<file path="config.mk">
export PLATFORM = sky130hd
export DESIGN_NAME = lsr_recency_unit
export DESIGN_NICKNAME = d
export VERILOG_FILES = /design/src/design/lsr_pkg.sv /design/src/design/fletcher_accum.sv /design/src/design/lsr_recency_unit.sv
export SDC_FILE = /design/constraint.sdc
export NUM_CORES = 2
export LEC_CHECK = 0
export ABC_AREA = 1
export ABC_CLOCK_PERIOD_IN_PS = 37400
export BUFFER_PORTS_ARGS = -buffer_cell sky130_fd_sc_hd__buf_2
export CAP_MARGIN = 20
export CORE_MARGIN = 5
export CORE_UTILIZATION = 47
export CTS_CLUSTER_SIZE = 28
export DETAILED_ROUTE_END_ITERATION = 7
export PLACE_DENSITY = 0.66
export SYNTH_ARGS = -nofsm -noshare
export SYNTH_HDL_FRONTEND = slang
export SYNTH_SLANG_ARGS = --single-unit
</file>
<file path="constraint.sdc">
create_clock -name clk_sys -period 37.4 [get_ports clk_sys]
set_input_delay 7.48 -clock clk_sys [delete_from_list [all_inputs] [get_ports clk_sys]]
set_output_delay 7.48 -clock clk_sys [all_outputs]
set_load 0.05 [all_outputs]
</file>
<file path="src/design/lsr_pkg.sv">
// Purpose: shared constants for the record recency and checksum unit
// Assumes: one 20 MHz core clock
// Notes: record byte positions count from 1 in checksum stream order
package lsr_pkg;
  localparam int CLK_HZ = 20_000_000;
  localparam logic [31:0] INC_UNUSED = 32'h8000_0000;
  localparam logic [31:0] INC_FIRST = 32'h8000_0001;
  localparam logic [31:0] INC_MAX = 32'h7FFF_FFFF;
  localparam logic [15:0] AGE_ZERO = 16'h0000;
  localparam logic [15:0] MAX_AGE = 16'h0E10;
  localparam logic [15:0] MAX_AGE_DIFF_DEF = 16'h0384;
  // Stream positions of the two checksum bytes (after A0, A1, B0..B17)
  localparam logic [15:0] CSUM_POS_HI = 16'h0015;
  localparam logic [15:0] CSUM_POS_LO = 16'h0016;
  localparam logic [7:0] CSUM_ZERO_BYTE = 8'h00;
  localparam logic [8:0] MOD_FLETCHER = 9'h0FF;
  // Cost numerator for a rate given in kbaud: 1.0625e12 / 1e3
  localparam logic [31:0] COST_NUM_KBAUD = 32'h3F54_76A0;
  localparam logic [7:0] COST_SCALE_DEF = 8'h01;
  localparam logic [15:0] COST_MAX = 16'hFFFF;
  localparam int DIV_STEPS = 40;

  typedef enum logic [1:0] {
    INC_IDLE = 2'b01,
    INC_FLUSH = 2'b10
  } inc_state_t;

  typedef enum logic [1:0] {
    DIV_IDLE = 2'b01,
    DIV_RUN = 2'b10
  } div_state_t;
endpackage : lsr_pkg

</file>
<file path="src/design/fletcher_accum.sv">
// Purpose: one-byte-per-step Fletcher running sums, modulo 255
// Assumes: clear together with step restarts the sums at this byte
// Notes: sums stay in 0..254 so a single conditional subtract suffices
`timescale 1ns/1ns
`default_nettype none
module fletcher_accum
  import lsr_pkg::*;
(
  input wire logic clk_sys,
  input wire logic rstn,
  input wire logic clear,
  input wire logic step,
  input wire logic [7:0] data,
  output logic [7:0] sum0,
  output logic [7:0] sum1
);
  logic [7:0] next_sum0;
  logic [7:0] next_sum1;
  logic [8:0] add0;
  logic [8:0] add1;

  always_comb begin
    // First byte of a stream must count, so clear starts from zero sums
    add0 = (clear ? 9'h000 : {1'b0, sum0}) + {1'b0, data};
    if (add0 >= MOD_FLETCHER) begin
      add0 = add0 - MOD_FLETCHER;
    end
    add1 = (clear ? 9'h000 : {1'b0, sum1}) + add0;
    if (add1 >= MOD_FLETCHER) begin
      add1 = add1 - MOD_FLETCHER;
    end
    next_sum0 = sum0;
    next_sum1 = sum1;
    if (step) begin
      next_sum0 = add0[7:0];
      next_sum1 = add1[7:0];
    end else if (clear) begin
      next_sum0 = 8'h00;
      next_sum1 = 8'h00;
    end
  end

  always_ff @(posedge clk_sys or negedge rstn) begin
    if (!rstn) begin
      sum0 <= 8'h00;
      sum1 <= 8'h00;
    end else begin
      sum0 <= next_sum0;
      sum1 <= next_sum1;
    end
  end
endmodule : fletcher_accum
`default_nettype wire

</file>
<file path="src/design/lsr_recency_unit.sv">
// Purpose: record incarnation issue, recency compare, checksum, link cost
// Assumes: all request inputs come from logic on clk_sys
// Notes: flooding transport, timers and acknowledgement tracking are outside
`timescale 1ns/1ns
`default_nettype none
module lsr_recency_unit
  import lsr_pkg::*;
#(
  parameter logic [15:0] MAX_AGE_DIFF = MAX_AGE_DIFF_DEF,
  parameter int LINK_IDX_W = 8
) (
  input wire logic clk_sys,
  input wire logic rstn,
  // Own record issue
  input wire logic issueReq,
  input wire logic ageExpired,
  input wire logic flushAcked,
  output logic floodValid,
  output logic [31:0] floodInc,
  output logic [15:0] floodAge,
  output logic flushPending,
  // Recency compare, A is the received copy
  input wire logic cmpReq,
  input wire logic [31:0] idA,
  input wire logic [31:0] idB,
  input wire logic [31:0] incA,
  input wire logic [31:0] incB,
  input wire logic [15:0] ageA,
  input wire logic [15:0] ageB,
  input wire logic [15:0] csumA,
  input wire logic [15:0] csumB,
  output logic cmpValid,
  output logic cmpIdentical,
  output logic cmpANewer,
  output logic cmpBNewer,
  // Checksum byte stream, age bytes excluded
  input wire logic byteValid,
  input wire logic byteFirst,
  input wire logic byteLast,
  input wire logic [7:0] byteData,
  input wire logic streamRx,
  input wire logic rxAbsent,
  output logic csumDone,
  output logic [15:0] csumValue,
  output logic csumOk,
  output logic storeRecord,
  output logic discardRecord,
  output logic dbCorrupt,
  // Link cost
  input wire logic costReq,
  input wire logic [LINK_IDX_W-1:0] costLinkIn,
  input wire logic [31:0] rateKbaud,
  input wire logic [7:0] costScale,
  output logic costValid,
  output logic [LINK_IDX_W-1:0] costLink,
  output logic [15:0] cost
);
  // Incarnation issue
  inc_state_t incState, next_incState;
  logic issued, next_issued;
  logic [31:0] next_floodInc;
  logic [15:0] next_floodAge;
  logic next_floodValid;

  always_comb begin
    next_incState = incState;
    next_issued = issued;
    next_floodInc = floodInc;
    next_floodAge = floodAge;
    next_floodValid = 1'b0;
    case (incState)
      INC_IDLE: begin
        if (issueReq) begin
          next_floodValid = 1'b1;
          next_issued = 1'b1;
          if (!issued) begin
            next_floodInc = INC_FIRST;
            next_floodAge = AGE_ZERO;
          end else if (floodInc == INC_MAX) begin
            next_floodAge = MAX_AGE;
            next_incState = INC_FLUSH;
          end else begin
            // Wrap skips the unused pattern by construction
            next_floodInc = floodInc + 32'h0000_0001;
            next_floodAge = AGE_ZERO;
          end
        end else if (ageExpired && issued) begin
          next_floodValid = 1'b1;
          next_floodAge = MAX_AGE;
        end
      end
      INC_FLUSH: begin
        if (flushAcked) begin
          next_floodValid = 1'b1;
          next_floodInc = INC_FIRST;
          next_floodAge = AGE_ZERO;
          next_incState = INC_IDLE;
        end
      end
      default: next_incState = INC_IDLE;
    endcase
  end

  always_ff @(posedge clk_sys or negedge rstn) begin
    if (!rstn) begin
      incState <= INC_IDLE;
      issued <= 1'b0;
      floodInc <= INC_FIRST;
      floodAge <= AGE_ZERO;
      floodValid <= 1'b0;
      flushPending <= 1'b0;
    end else begin
      incState <= next_incState;
      issued <= next_issued;
      floodInc <= next_floodInc;
      floodAge <= next_floodAge;
      floodValid <= next_floodValid;
      flushPending <= (next_incState == INC_FLUSH);
    end
  end

  // Recency compare
  logic next_cmpIdentical, next_cmpANewer, next_cmpBNewer;
  logic maxA, maxB;
  logic [15:0] ageDiff;

  always_comb begin
    maxA = (ageA == MAX_AGE);
    maxB = (ageB == MAX_AGE);
    ageDiff = (ageA > ageB) ? (ageA - ageB) : (ageB - ageA);
    next_cmpIdentical = 1'b0;
    next_cmpANewer = 1'b0;
    next_cmpBNewer = 1'b0;
    if ($signed(incA) > $signed(incB)) begin
      next_cmpANewer = 1'b1;
    end else if ($signed(incA) < $signed(incB)) begin
      next_cmpBNewer = 1'b1;
    end else if (maxA != maxB) begin
      next_cmpANewer = maxA;
      next_cmpBNewer = maxB;
    end else if (csumA != csumB) begin
      next_cmpANewer = (csumA > csumB);
      next_cmpBNewer = (csumA < csumB);
    end else if (ageA != ageB && ageDiff <= MAX_AGE_DIFF) begin
      next_cmpANewer = (ageA < ageB);
      next_cmpBNewer = (ageA > ageB);
    end else begin
      next_cmpIdentical = 1'b1;
    end
    if (idA == idB && incA == incB) begin
      // Identity is reported too when age or checksum differ, alongside any newer flag already set
      next_cmpIdentical = 1'b1;
    end
  end

  always_ff @(posedge clk_sys or negedge rstn) begin
    if (!rstn) begin
      cmpValid <= 1'b0;
      cmpIdentical <= 1'b0;
      cmpANewer <= 1'b0;
      cmpBNewer <= 1'b0;
    end else begin
      cmpValid <= cmpReq;
      if (cmpReq) begin
        cmpIdentical <= next_cmpIdentical;
        cmpANewer <= next_cmpANewer;
        cmpBNewer <= next_cmpBNewer;
      end
    end
  end

  // Checksum stream
  logic [15:0] bytePos, next_bytePos;
  logic [15:0] rxCsum, next_rxCsum;
  logic finalize, next_finalize;
  logic isRx, next_isRx, absent, next_absent;
  logic [7:0] feed, sum0, sum1;
  logic [31:0] kMod, xi, yi;
  logic [7:0] xb, yb;
  logic next_csumDone, next_csumOk, next_store, next_discard, next_corrupt;
  logic [15:0] next_csumValue;

  always_comb begin
    next_bytePos = bytePos;
    next_rxCsum = rxCsum;
    next_isRx = isRx;
    next_absent = absent;
    feed = byteData;
    if (byteValid) begin
      next_bytePos = (byteFirst ? 16'h0001 : bytePos + 16'h0001);
      if (byteFirst) begin
        next_isRx = streamRx;
        next_absent = rxAbsent;
      end
      if (next_bytePos == CSUM_POS_HI) begin
        next_rxCsum[15:8] = byteData;
        feed = CSUM_ZERO_BYTE;
      end else if (next_bytePos == CSUM_POS_LO) begin
        next_rxCsum[7:0] = byteData;
        feed = CSUM_ZERO_BYTE;
      end
    end
    next_finalize = byteValid && byteLast;
  end

  fletcher_accum u_fletcher (
    .clk_sys(clk_sys),
    .rstn(rstn),
    .clear(byteValid && byteFirst),
    .step(byteValid),
    .data(feed),
    .sum0(sum0),
    .sum1(sum1)
  );

  always_comb begin
    // k counts bytes after the first check byte position
    kMod = 32'((bytePos - CSUM_POS_HI) % 16'h00FF);
    xi = (kMod * 32'(sum0) + 32'h0000_01FE - 32'(sum1)) % 32'h0000_00FF;
    yi = (32'(sum1) + 32'h0000_FE01 - (kMod + 32'h0000_0001) * 32'(sum0))
      % 32'h0000_00FF;
    xb = (xi[7:0] == 8'h00) ? 8'hFF : xi[7:0];
    yb = (yi[7:0] == 8'h00) ? 8'hFF : yi[7:0];
    next_csumDone = finalize;
    next_csumValue = finalize ? {xb, yb} : csumValue;
    next_csumOk = finalize ? ({xb, yb} == rxCsum) : csumOk;
    next_store = finalize && isRx && ({xb, yb} == rxCsum)
      && (absent || cmpANewer);
    next_discard = finalize && isRx && ({xb, yb} != rxCsum);
    next_corrupt = dbCorrupt || (finalize && !isRx
      && ({xb, yb} != rxCsum));
  end

  always_ff @(posedge clk_sys or negedge rstn) begin
    if (!rstn) begin
      bytePos <= 16'h0000;
      rxCsum <= 16'h0000;
      isRx <= 1'b0;
      absent <= 1'b0;
      finalize <= 1'b0;
      csumDone <= 1'b0;
      csumValue <= 16'h0000;
      csumOk <= 1'b0;
      storeRecord <= 1'b0;
      discardRecord <= 1'b0;
      dbCorrupt <= 1'b0;
    end else begin
      bytePos <= next_bytePos;
      rxCsum <= next_rxCsum;
      isRx <= next_isRx;
      absent <= next_absent;
      finalize <= next_finalize;
      csumDone <= next_csumDone;
      csumValue <= next_csumValue;
      csumOk <= next_csumOk;
      storeRecord <= next_store;
      discardRecord <= next_discard;
      dbCorrupt <= next_corrupt;
    end
  end

  // Link cost: serial restoring divide, one link per request
  div_state_t divState, next_divState;
  logic [39:0] quo, next_quo;
  logic [40:0] rem, next_rem;
  logic [31:0] divisor, next_divisor;
  logic [5:0] divCnt, next_divCnt;
  logic [LINK_IDX_W-1:0] next_costLink;
  logic [15:0] next_cost;
  logic next_costValid;
  logic [7:0] scaleUse;
  logic [40:0] trial;

  always_comb begin
    next_divState = divState;
    next_quo = quo;
    next_rem = rem;
    next_divisor = divisor;
    next_divCnt = divCnt;
    next_costLink = costLink;
    next_cost = cost;
    next_costValid = 1'b0;
    scaleUse = (costScale == 8'h00) ? COST_SCALE_DEF : costScale;
    trial = {rem[39:0], quo[39]} - {9'h000, divisor};
    case (divState)
      DIV_IDLE: begin
        if (costReq) begin
          // Dividend shifts out of quo while quotient bits shift in
          next_quo = 40'(COST_NUM_KBAUD) * 40'(scaleUse);
          next_divisor = rateKbaud;
          next_rem = 41'h0;
          next_divCnt = 6'(DIV_STEPS);
          next_costLink = costLinkIn;
          next_divState = DIV_RUN;
        end
      end
      DIV_RUN: begin
        if (!trial[40]) begin
          next_rem = trial;
          next_quo = {quo[38:0], 1'b1};
        end else begin
          next_rem = {rem[39:0], quo[39]};
          next_quo = {quo[38:0], 1'b0};
        end
        next_divCnt = divCnt - 6'h01;
        if (divCnt == 6'h01) begin
          // Zero rate or oversized result saturates the 16-bit field
          next_cost = (divisor == 32'h0 || next_quo > 40'(COST_MAX))
            ? COST_MAX : next_quo[15:0];
          next_costValid = 1'b1;
          next_divState = DIV_IDLE;
        end
      end
      default: next_divState = DIV_IDLE;
    endcase
  end

  always_ff @(posedge clk_sys or negedge rstn) begin
    if (!rstn) begin
      divState <= DIV_IDLE;
      quo <= 40'h0;
      rem <= 41'h0;
      divisor <= 32'h0;
      divCnt <= 6'h0;
      costLink <= '0;
      cost <= 16'h0000;
      costValid <= 1'b0;
    end else begin
      divState <= next_divState;
      quo <= next_quo;
      rem <= next_rem;
      divisor <= next_divisor;
      divCnt <= next_divCnt;
      costLink <= next_costLink;
      cost <= next_cost;
      costValid <= next_costValid;
    end
  end
endmodule : lsr_recency_unit
`default_nettype wire

</file>
; Word-level counts from Yosys, hierarchy flattened
; Cells that the tools add are included.
; W data, S select, Z words.
[op_classes]
div = 3
muxes = 66
addsub = 16
mul = 3
bitwise = 1
eq_ne = 24
order_cmp = 10
reduce_logical = 32
[ops]
columns = op, count
row1 = $mux W40, 4
row2 = $pmux W40 S2, 2
row3 = $mux W32, 4
row4 = $mod A32 B8 Y32 const B, 3
row5 = $mux W16, 6
row6 = $mux W8, 12
row7 = $add A32 B1 Y32 const B, 2
row8 = $eq A32 B32 Y1, 2
row9 = $mul A32 B8 Y32, 2
row10 = $pmux W32 S2, 1
row11 = $ne A16 B16 Y1, 3
row12 = $sub A41 B32 Y41, 1
row13 = $gt A40 B16 Y1 const B, 1
row14 = $mul A25 B8 Y33 const A, 1
row15 = $add A32 B9 Y32 const B, 1
row16 = $eq A16 B12 Y1 const B, 2
row17 = $eq A16 B5 Y1 const B, 2
row18 = $eq A32 B31 Y1 const B, 1
row19 = $gt A16 B16 Y1, 2
row20 = $gt A32 B32 Y1, 1
row21 = $logic_not A32 Y1, 1
row22 = $lt A16 B16 Y1, 2
row23 = $lt A32 B32 Y1, 1
row24 = $pmux W16 S2, 1
row25 = 37 further kinds, 97
[word_totals]
regBits = 274
input_bits = 260

; Depth between registers and ports, before layout
[depth]
word_depth = 13
mapped_depth = 270

; Hierarchy
; Synthesis repeated with hierarchy kept, for this count alone.
[hier_totals]
cells_unflattened = 7616
hier_area_um2 = 52755.6
[modules_own_cells]
columns = mod, area_per_inst_um2, seq_area_each_um2, cells_per_inst, instances
row1 = lsr_recency_unit, 50651.1, 6085.8, 7288, 1
row2 = fletcher_accum, 2104.5, 400.4, 328, 1

; Worst setup path after synthesis
; Ideal clock, no wire load.
[synth_path]
path_kind = register to register
start = register bytePos[0]
end = register dbCorrupt
required_time_ns = 37.283
t_arrival_ns = 26.896
period_less_slack_ns = 27.014
path_stages_with_launch = 244
slack_ns = 10.386
path_cell_list = dfrtp_1 > inv_1 > ha_1 > inv_1 > nand2_1 > nand2_1 > nand2_2 > nand2_1 > nand2_1 > nand2_4 > nand2_1 > nor2_1 > nand3_2 > nand2_4 > nand2_4 > clkinv_4 > nand3b_1 > nand3_1 > [208 not listed] > nand3_2 > nor2_4 > nand3_2 > nand2_4 > nand2_1 > nand2_4 > nand3_2 > nor2_2 > nand2_4 > buf_8 > nand3_2 > nand2_2 > inv_1 > nand2_2 > nor2_1 > nand3_1 > nand2_1 > nand2_1
[synth_between]
elab_chain_cells = 11
[synth_lines]
columns = element, line
row1 = from (decl), lsr_recency_unit.sv:173  ; logic [15:0] bytePos, next_bytePos;
row2 = from (signal assigned), lsr_recency_unit.sv:248  ; bytePos <= next_bytePos;
row3 = $sub A16 B5 Y17 *, lsr_recency_unit.sv:218  ; kMod = 32'((bytePos - CSUM_POS_HI) % 16'h00FF);
row4 = $mod A32 B8 Y32 *, lsr_recency_unit.sv:218
row5 = $add A32 B1 Y32 or $mul A32 B8 Y32 (tied branches), "lsr_recency_unit.sv:220, lsr_recency_unit.sv:219"
row6 = $mul A32 B8 Y32 or $add A32 B9 Y32 (tied branches), "lsr_recency_unit.sv:220, lsr_recency_unit.sv:219"
row7 = $sub A17 B32 Y32 or $sub A32 B8 Y32 (tied branches), "lsr_recency_unit.sv:220, lsr_recency_unit.sv:219"
row8 = "$mod A32 B8 Y32, on equally long branches", "lsr_recency_unit.sv:221, lsr_recency_unit.sv:219"
row9 = "$logic_not A8 Y1, on equally long branches", "lsr_recency_unit.sv:223, lsr_recency_unit.sv:222"
row10 = "$mux W8, on equally long branches", "lsr_recency_unit.sv:223, lsr_recency_unit.sv:222"
row11 = $ne A16 B16 Y1 *, lsr_recency_unit.sv:231  ; && ({xb, yb} != rxCsum));
row12 = $logic_and A1 B1 Y1 *, lsr_recency_unit.sv:231
row13 = $logic_or A1 B1 Y1 *, lsr_recency_unit.sv:230  ; next_corrupt = dbCorrupt || (finalize && !isRx
row14 = via next_corrupt, lsr_recency_unit.sv:180  ; logic next_csumDone, next_csumOk, next_store, next_discard, next_corrupt;
row15 = to (signal assigned), lsr_recency_unit.sv:258  ; dbCorrupt <= next_corrupt;
row16 = to (decl), lsr_recency_unit.sv:48  ; output logic dbCorrupt,
; The timed path passes the listed nets; every way through them passes the cells marked *.
; A chain may end at the register's enable or synchronous reset.

; Final worst setup path
[layout_path]
start = register bytePos[0]
end = register discardRecord
[layout_between]
elab_chain_cells = 10
[layout_lines]
columns = element, line
row1 = $sub A16 B5 Y17 *, lsr_recency_unit.sv:218
row2 = $mod A32 B8 Y32 *, lsr_recency_unit.sv:218
row3 = $add A32 B1 Y32 or $mul A32 B8 Y32 (tied branches), "lsr_recency_unit.sv:220, lsr_recency_unit.sv:219"
row4 = $mul A32 B8 Y32 or $add A32 B9 Y32 (tied branches), "lsr_recency_unit.sv:220, lsr_recency_unit.sv:219"
row5 = $sub A17 B32 Y32 or $sub A32 B8 Y32 (tied branches), "lsr_recency_unit.sv:220, lsr_recency_unit.sv:219"
row6 = "$mod A32 B8 Y32, on equally long branches", "lsr_recency_unit.sv:221, lsr_recency_unit.sv:219"
row7 = "$logic_not A8 Y1, on equally long branches", "lsr_recency_unit.sv:223, lsr_recency_unit.sv:222"
row8 = "$mux W8, on equally long branches", "lsr_recency_unit.sv:223, lsr_recency_unit.sv:222"
row9 = $ne A16 B16 Y1 *, lsr_recency_unit.sv:229  ; next_discard = finalize && isRx && ({xb, yb} != rxCsum);
row10 = $logic_and A1 B1 Y1 *, lsr_recency_unit.sv:229
row11 = via next_discard, lsr_recency_unit.sv:180
row12 = to (signal assigned), lsr_recency_unit.sv:257  ; discardRecord <= next_discard;
row13 = to (decl), lsr_recency_unit.sv:47  ; output logic discardRecord,
; Marks and branches as above.

==> flow_summary.toml <==
[setup_path]
path_max_fanout = 27
cp_data_required_time_ns = 37.87
timing.critical_path.slowest_stage_cell = "xor2_1"
path_buf_inv = 22
critPathArrivalTime_ns = 32.79
cpMostUsedCell = "nand2_2"
setup.worst_path.class = "flip-flop to flip-flop"
reg_to_reg_start = "bytePos[0]"
cp-startpoint = "bytePos[0]"
startpoint_type = "flip-flop"
critical-path-top-delay-family = "simple AND/OR/NAND/NOR gates"
cpPeakStageDelay_ns = 0.60
endpoint_type_of_the_worst_setup_path = "flip-flop"

[synth]
post_synth_num_cell_types = 100
yosys-top-cells-area = "fa_1, dfrtp_1, nand2_1, inv_1, ha_1"
synthFlopType = "dfrtp_1"
mapped_area_sq_um = 52800
yosys_warnings = 0
synth.largest_area_cell = "fa_1"
fraction_of_post_synthesis_cell_area_in_the_top_cell_type_by_area_pct = 14.64
synthArstFlopShare_pct = 100.0
commonest_cells_in_the_synthesized_netlist = "nand2_1, inv_1, nor2_1"
number_of_enable_flip_flop_cells_after_synthesis = 0
synth.ff_latch_count = 259
cell_count_after_synthesis = 7532
part_of_the_yosys_area_used_for_sequential_elements_pct = 12.29
post-synth-top-count-cell = "nand2_1"
synthesis.area_per_instance_sq_um = 7.010

[detailed_routing]
final_routed_wirelength_across_all_metal_layers_um = 136500
vias = 47576
avgViaCountPerCell = 5.093
drt_drc_violations_left = 0
postRouteAntennaNets = 0
wl_per_cell_um = 14.61
drt_iter0_markers = 2552
first_pass_iters = 5

[grt]
vias_in_the_first_global_route = 46142
global_routing_met2_resource_utilization_pct = 38.43
antenna_found_initial = 12
grt-ovfl-total = 0
grt_max_degree = 83
busiest_layer = "met2"
grt_usage_pct = 22.23
grtUsageMet3_pct = 2.189
met1_usage_pct = 30.71
grt_first_pass_wirelength_um = 228700

[timing]
final_max_tran_viols = 0
final.setup.tns_ns = 0
timing.final.crit_share_pct = 86.40
worst_slew_pin_slew_ns = 0.9100
report.final.hold_viol_count = 0
rsz0062_at_grt = "no"
timing.final.crit_period_ns = 32.31
finalSetupViolCount = 0
hold_slack_ns = 0.4615
final.setup_skew_ns = 0.04087
clock.fmax_mhz = 30.95
slew_headroom_pct = 39.33

[cts]
worstSkewPairLatency_ns = 0.61
cts.htree.levels = 1
clock_path_buffers = 3
cts_tree = "done"
postCtsSetupRepairBufs = 0
ctsHoldBuffers = 0
clock-root-buffer = "clkbuf_16"
clkSinkCount = 259
cts_resized = 0
worst_setup_hold_path_clk_slew_ns = 0.06
numCtsBuffers = 30

[floorplanning]
floorplan.io_pins = 360
placementRows = 123
die_width_um = 345.2
floorplan.initialDensity_pct = 47.12
die_area_sq_um = 119100
vert_die_dim_um = 345.2
placeableCoreArea_sq_um = 112000

[layout]
finalCoreUtilization_pct = 50.83
layout-area-overhead-vs-synth_pct = 7.868
fin_nets = 8855
nFillCells = 11273
final_layout_size_suffix_gt1_share_pct = 19.27

[job]
max_cap_viol_count = 0

[outcome]
outcome = "completed"

[placed_design]
numPortBuffers = 347
gpl.final_weighted_congestion = 0.9542
post-dp-hpwl_um = 111800

[worst_hold_path]
timing.hold.worst.class = "flip-flop to flip-flop"
hp-start = "dbCorrupt"
-- worst register-to-register path: cells and delay by family, from the launching register on --
family,cells,cell delay [ns]
buffers and inverters,22,1.95
flip-flops,1,0.52
adder cells (fa/ha/maj),12,3.79
AND/OR/NAND/NOR,182,21.80
AO/OA/AOI/OAI,16,2.73
XOR/XNOR,4,1.45
-- layer usage --
metal / wire length, um / vias to the layer above
li1: - / 24196
met1: 64030 / 22256
met2: 64500 / 980
met3: 5829 / 144
met4: 2140 / 0
met5: 0 / -
-- layout make-up --
cell class                      count  area (sq um)  area share, %
Inverter                         1549          5938          10.43
Timing Repair Buffer              382          2049          3.599
Clock inverter                     20         251.5         0.4416
Clock buffer                       36         803.3          1.410
Sequential cell                   259          6486          11.39
Multi-Input combinational cell   5588         39530          69.40
Antenna cell                        8         20.02        0.03515
Tap cell                         1500          1877          3.295
-- placed cells by master (no fill, tap or decap), types with 35 or more instances in the layout --
cell	n
nand2_4	141
xnor2_1	58
inv_2	66
o211ai_1	55
nor2_1	595
nand2_2	361
inv_1	1442
nand4_1	103
nand2_1	1534
dfrtp_1	255
o21ai_0	286
buf_2	346
nor2_4	71
nor3_1	42
o21ai_1	71
nand3_1	396
nor2_2	119
a21oi_1	235
xor2_1	166
ha_1	399
o21ai_2	35
fa_1	386
nand3_2	127
o22ai_1	36
-- registers in the layout, indices dropped and copies added (netlist names), 8 cells and up --
name and cells:
u_fletcher.sum0 8, csumValue 16, u_fletcher.sum1 8, costLink 8, quo 40, rem 40
floodInc 32, bytePos 16, divisor 32, rxCsum 16, cost 16
-- logic make-up (layout without fill, tap and decap cells) --
family / after synthesis / after routing / share of synthesized area [%]
xor gates and xnor gates: 235 / 235 / 4.131
adders and majority gates: 785 / 785 / 24.09
AOI/OAI and AO/OA: 919 / 919 / 10.51
buffers and inverters: 1696 / 1987 / 12.97
DFF: 259 / 259 / 12.29
other: 1 / 20 / 0.007103
and+or+nand+nor: 3634 / 3634 / 35.95
muxes: 3 / 3 / 0.05688
-- final timing paths --
check / depth (start not counted) / slack (ns) / end
setup reg to reg: 236 / 5.09 / discardRecord
hold reg to reg: 2 / 0.46 / dbCorrupt
min in group asynchronous: 1 / 6.78 / flushPending
max in group asynchronous: 3 / 28.55 / bytePos[0]
hold / removal: 2 / 0.46 / dbCorrupt
setup / recovery: 236 / 5.09 / discardRecord
-- metrics by stage --
step	worst slack (ns)	instance area [sq um]	std cells
4_1_cts	4.941	56880	9332
5_1_grt	1.537	56940	9339
2_1_floorplan	10.39	52840	7543
3_3_place_gp	5.499	55820	9276
6_report	5.086	56950	9342
3_5_place_dp	5.054	55820	9276
Power is left out: the tool's default activity adds up to more than one toggle a clock period on the data nets, which glitch-free logic cannot reach.
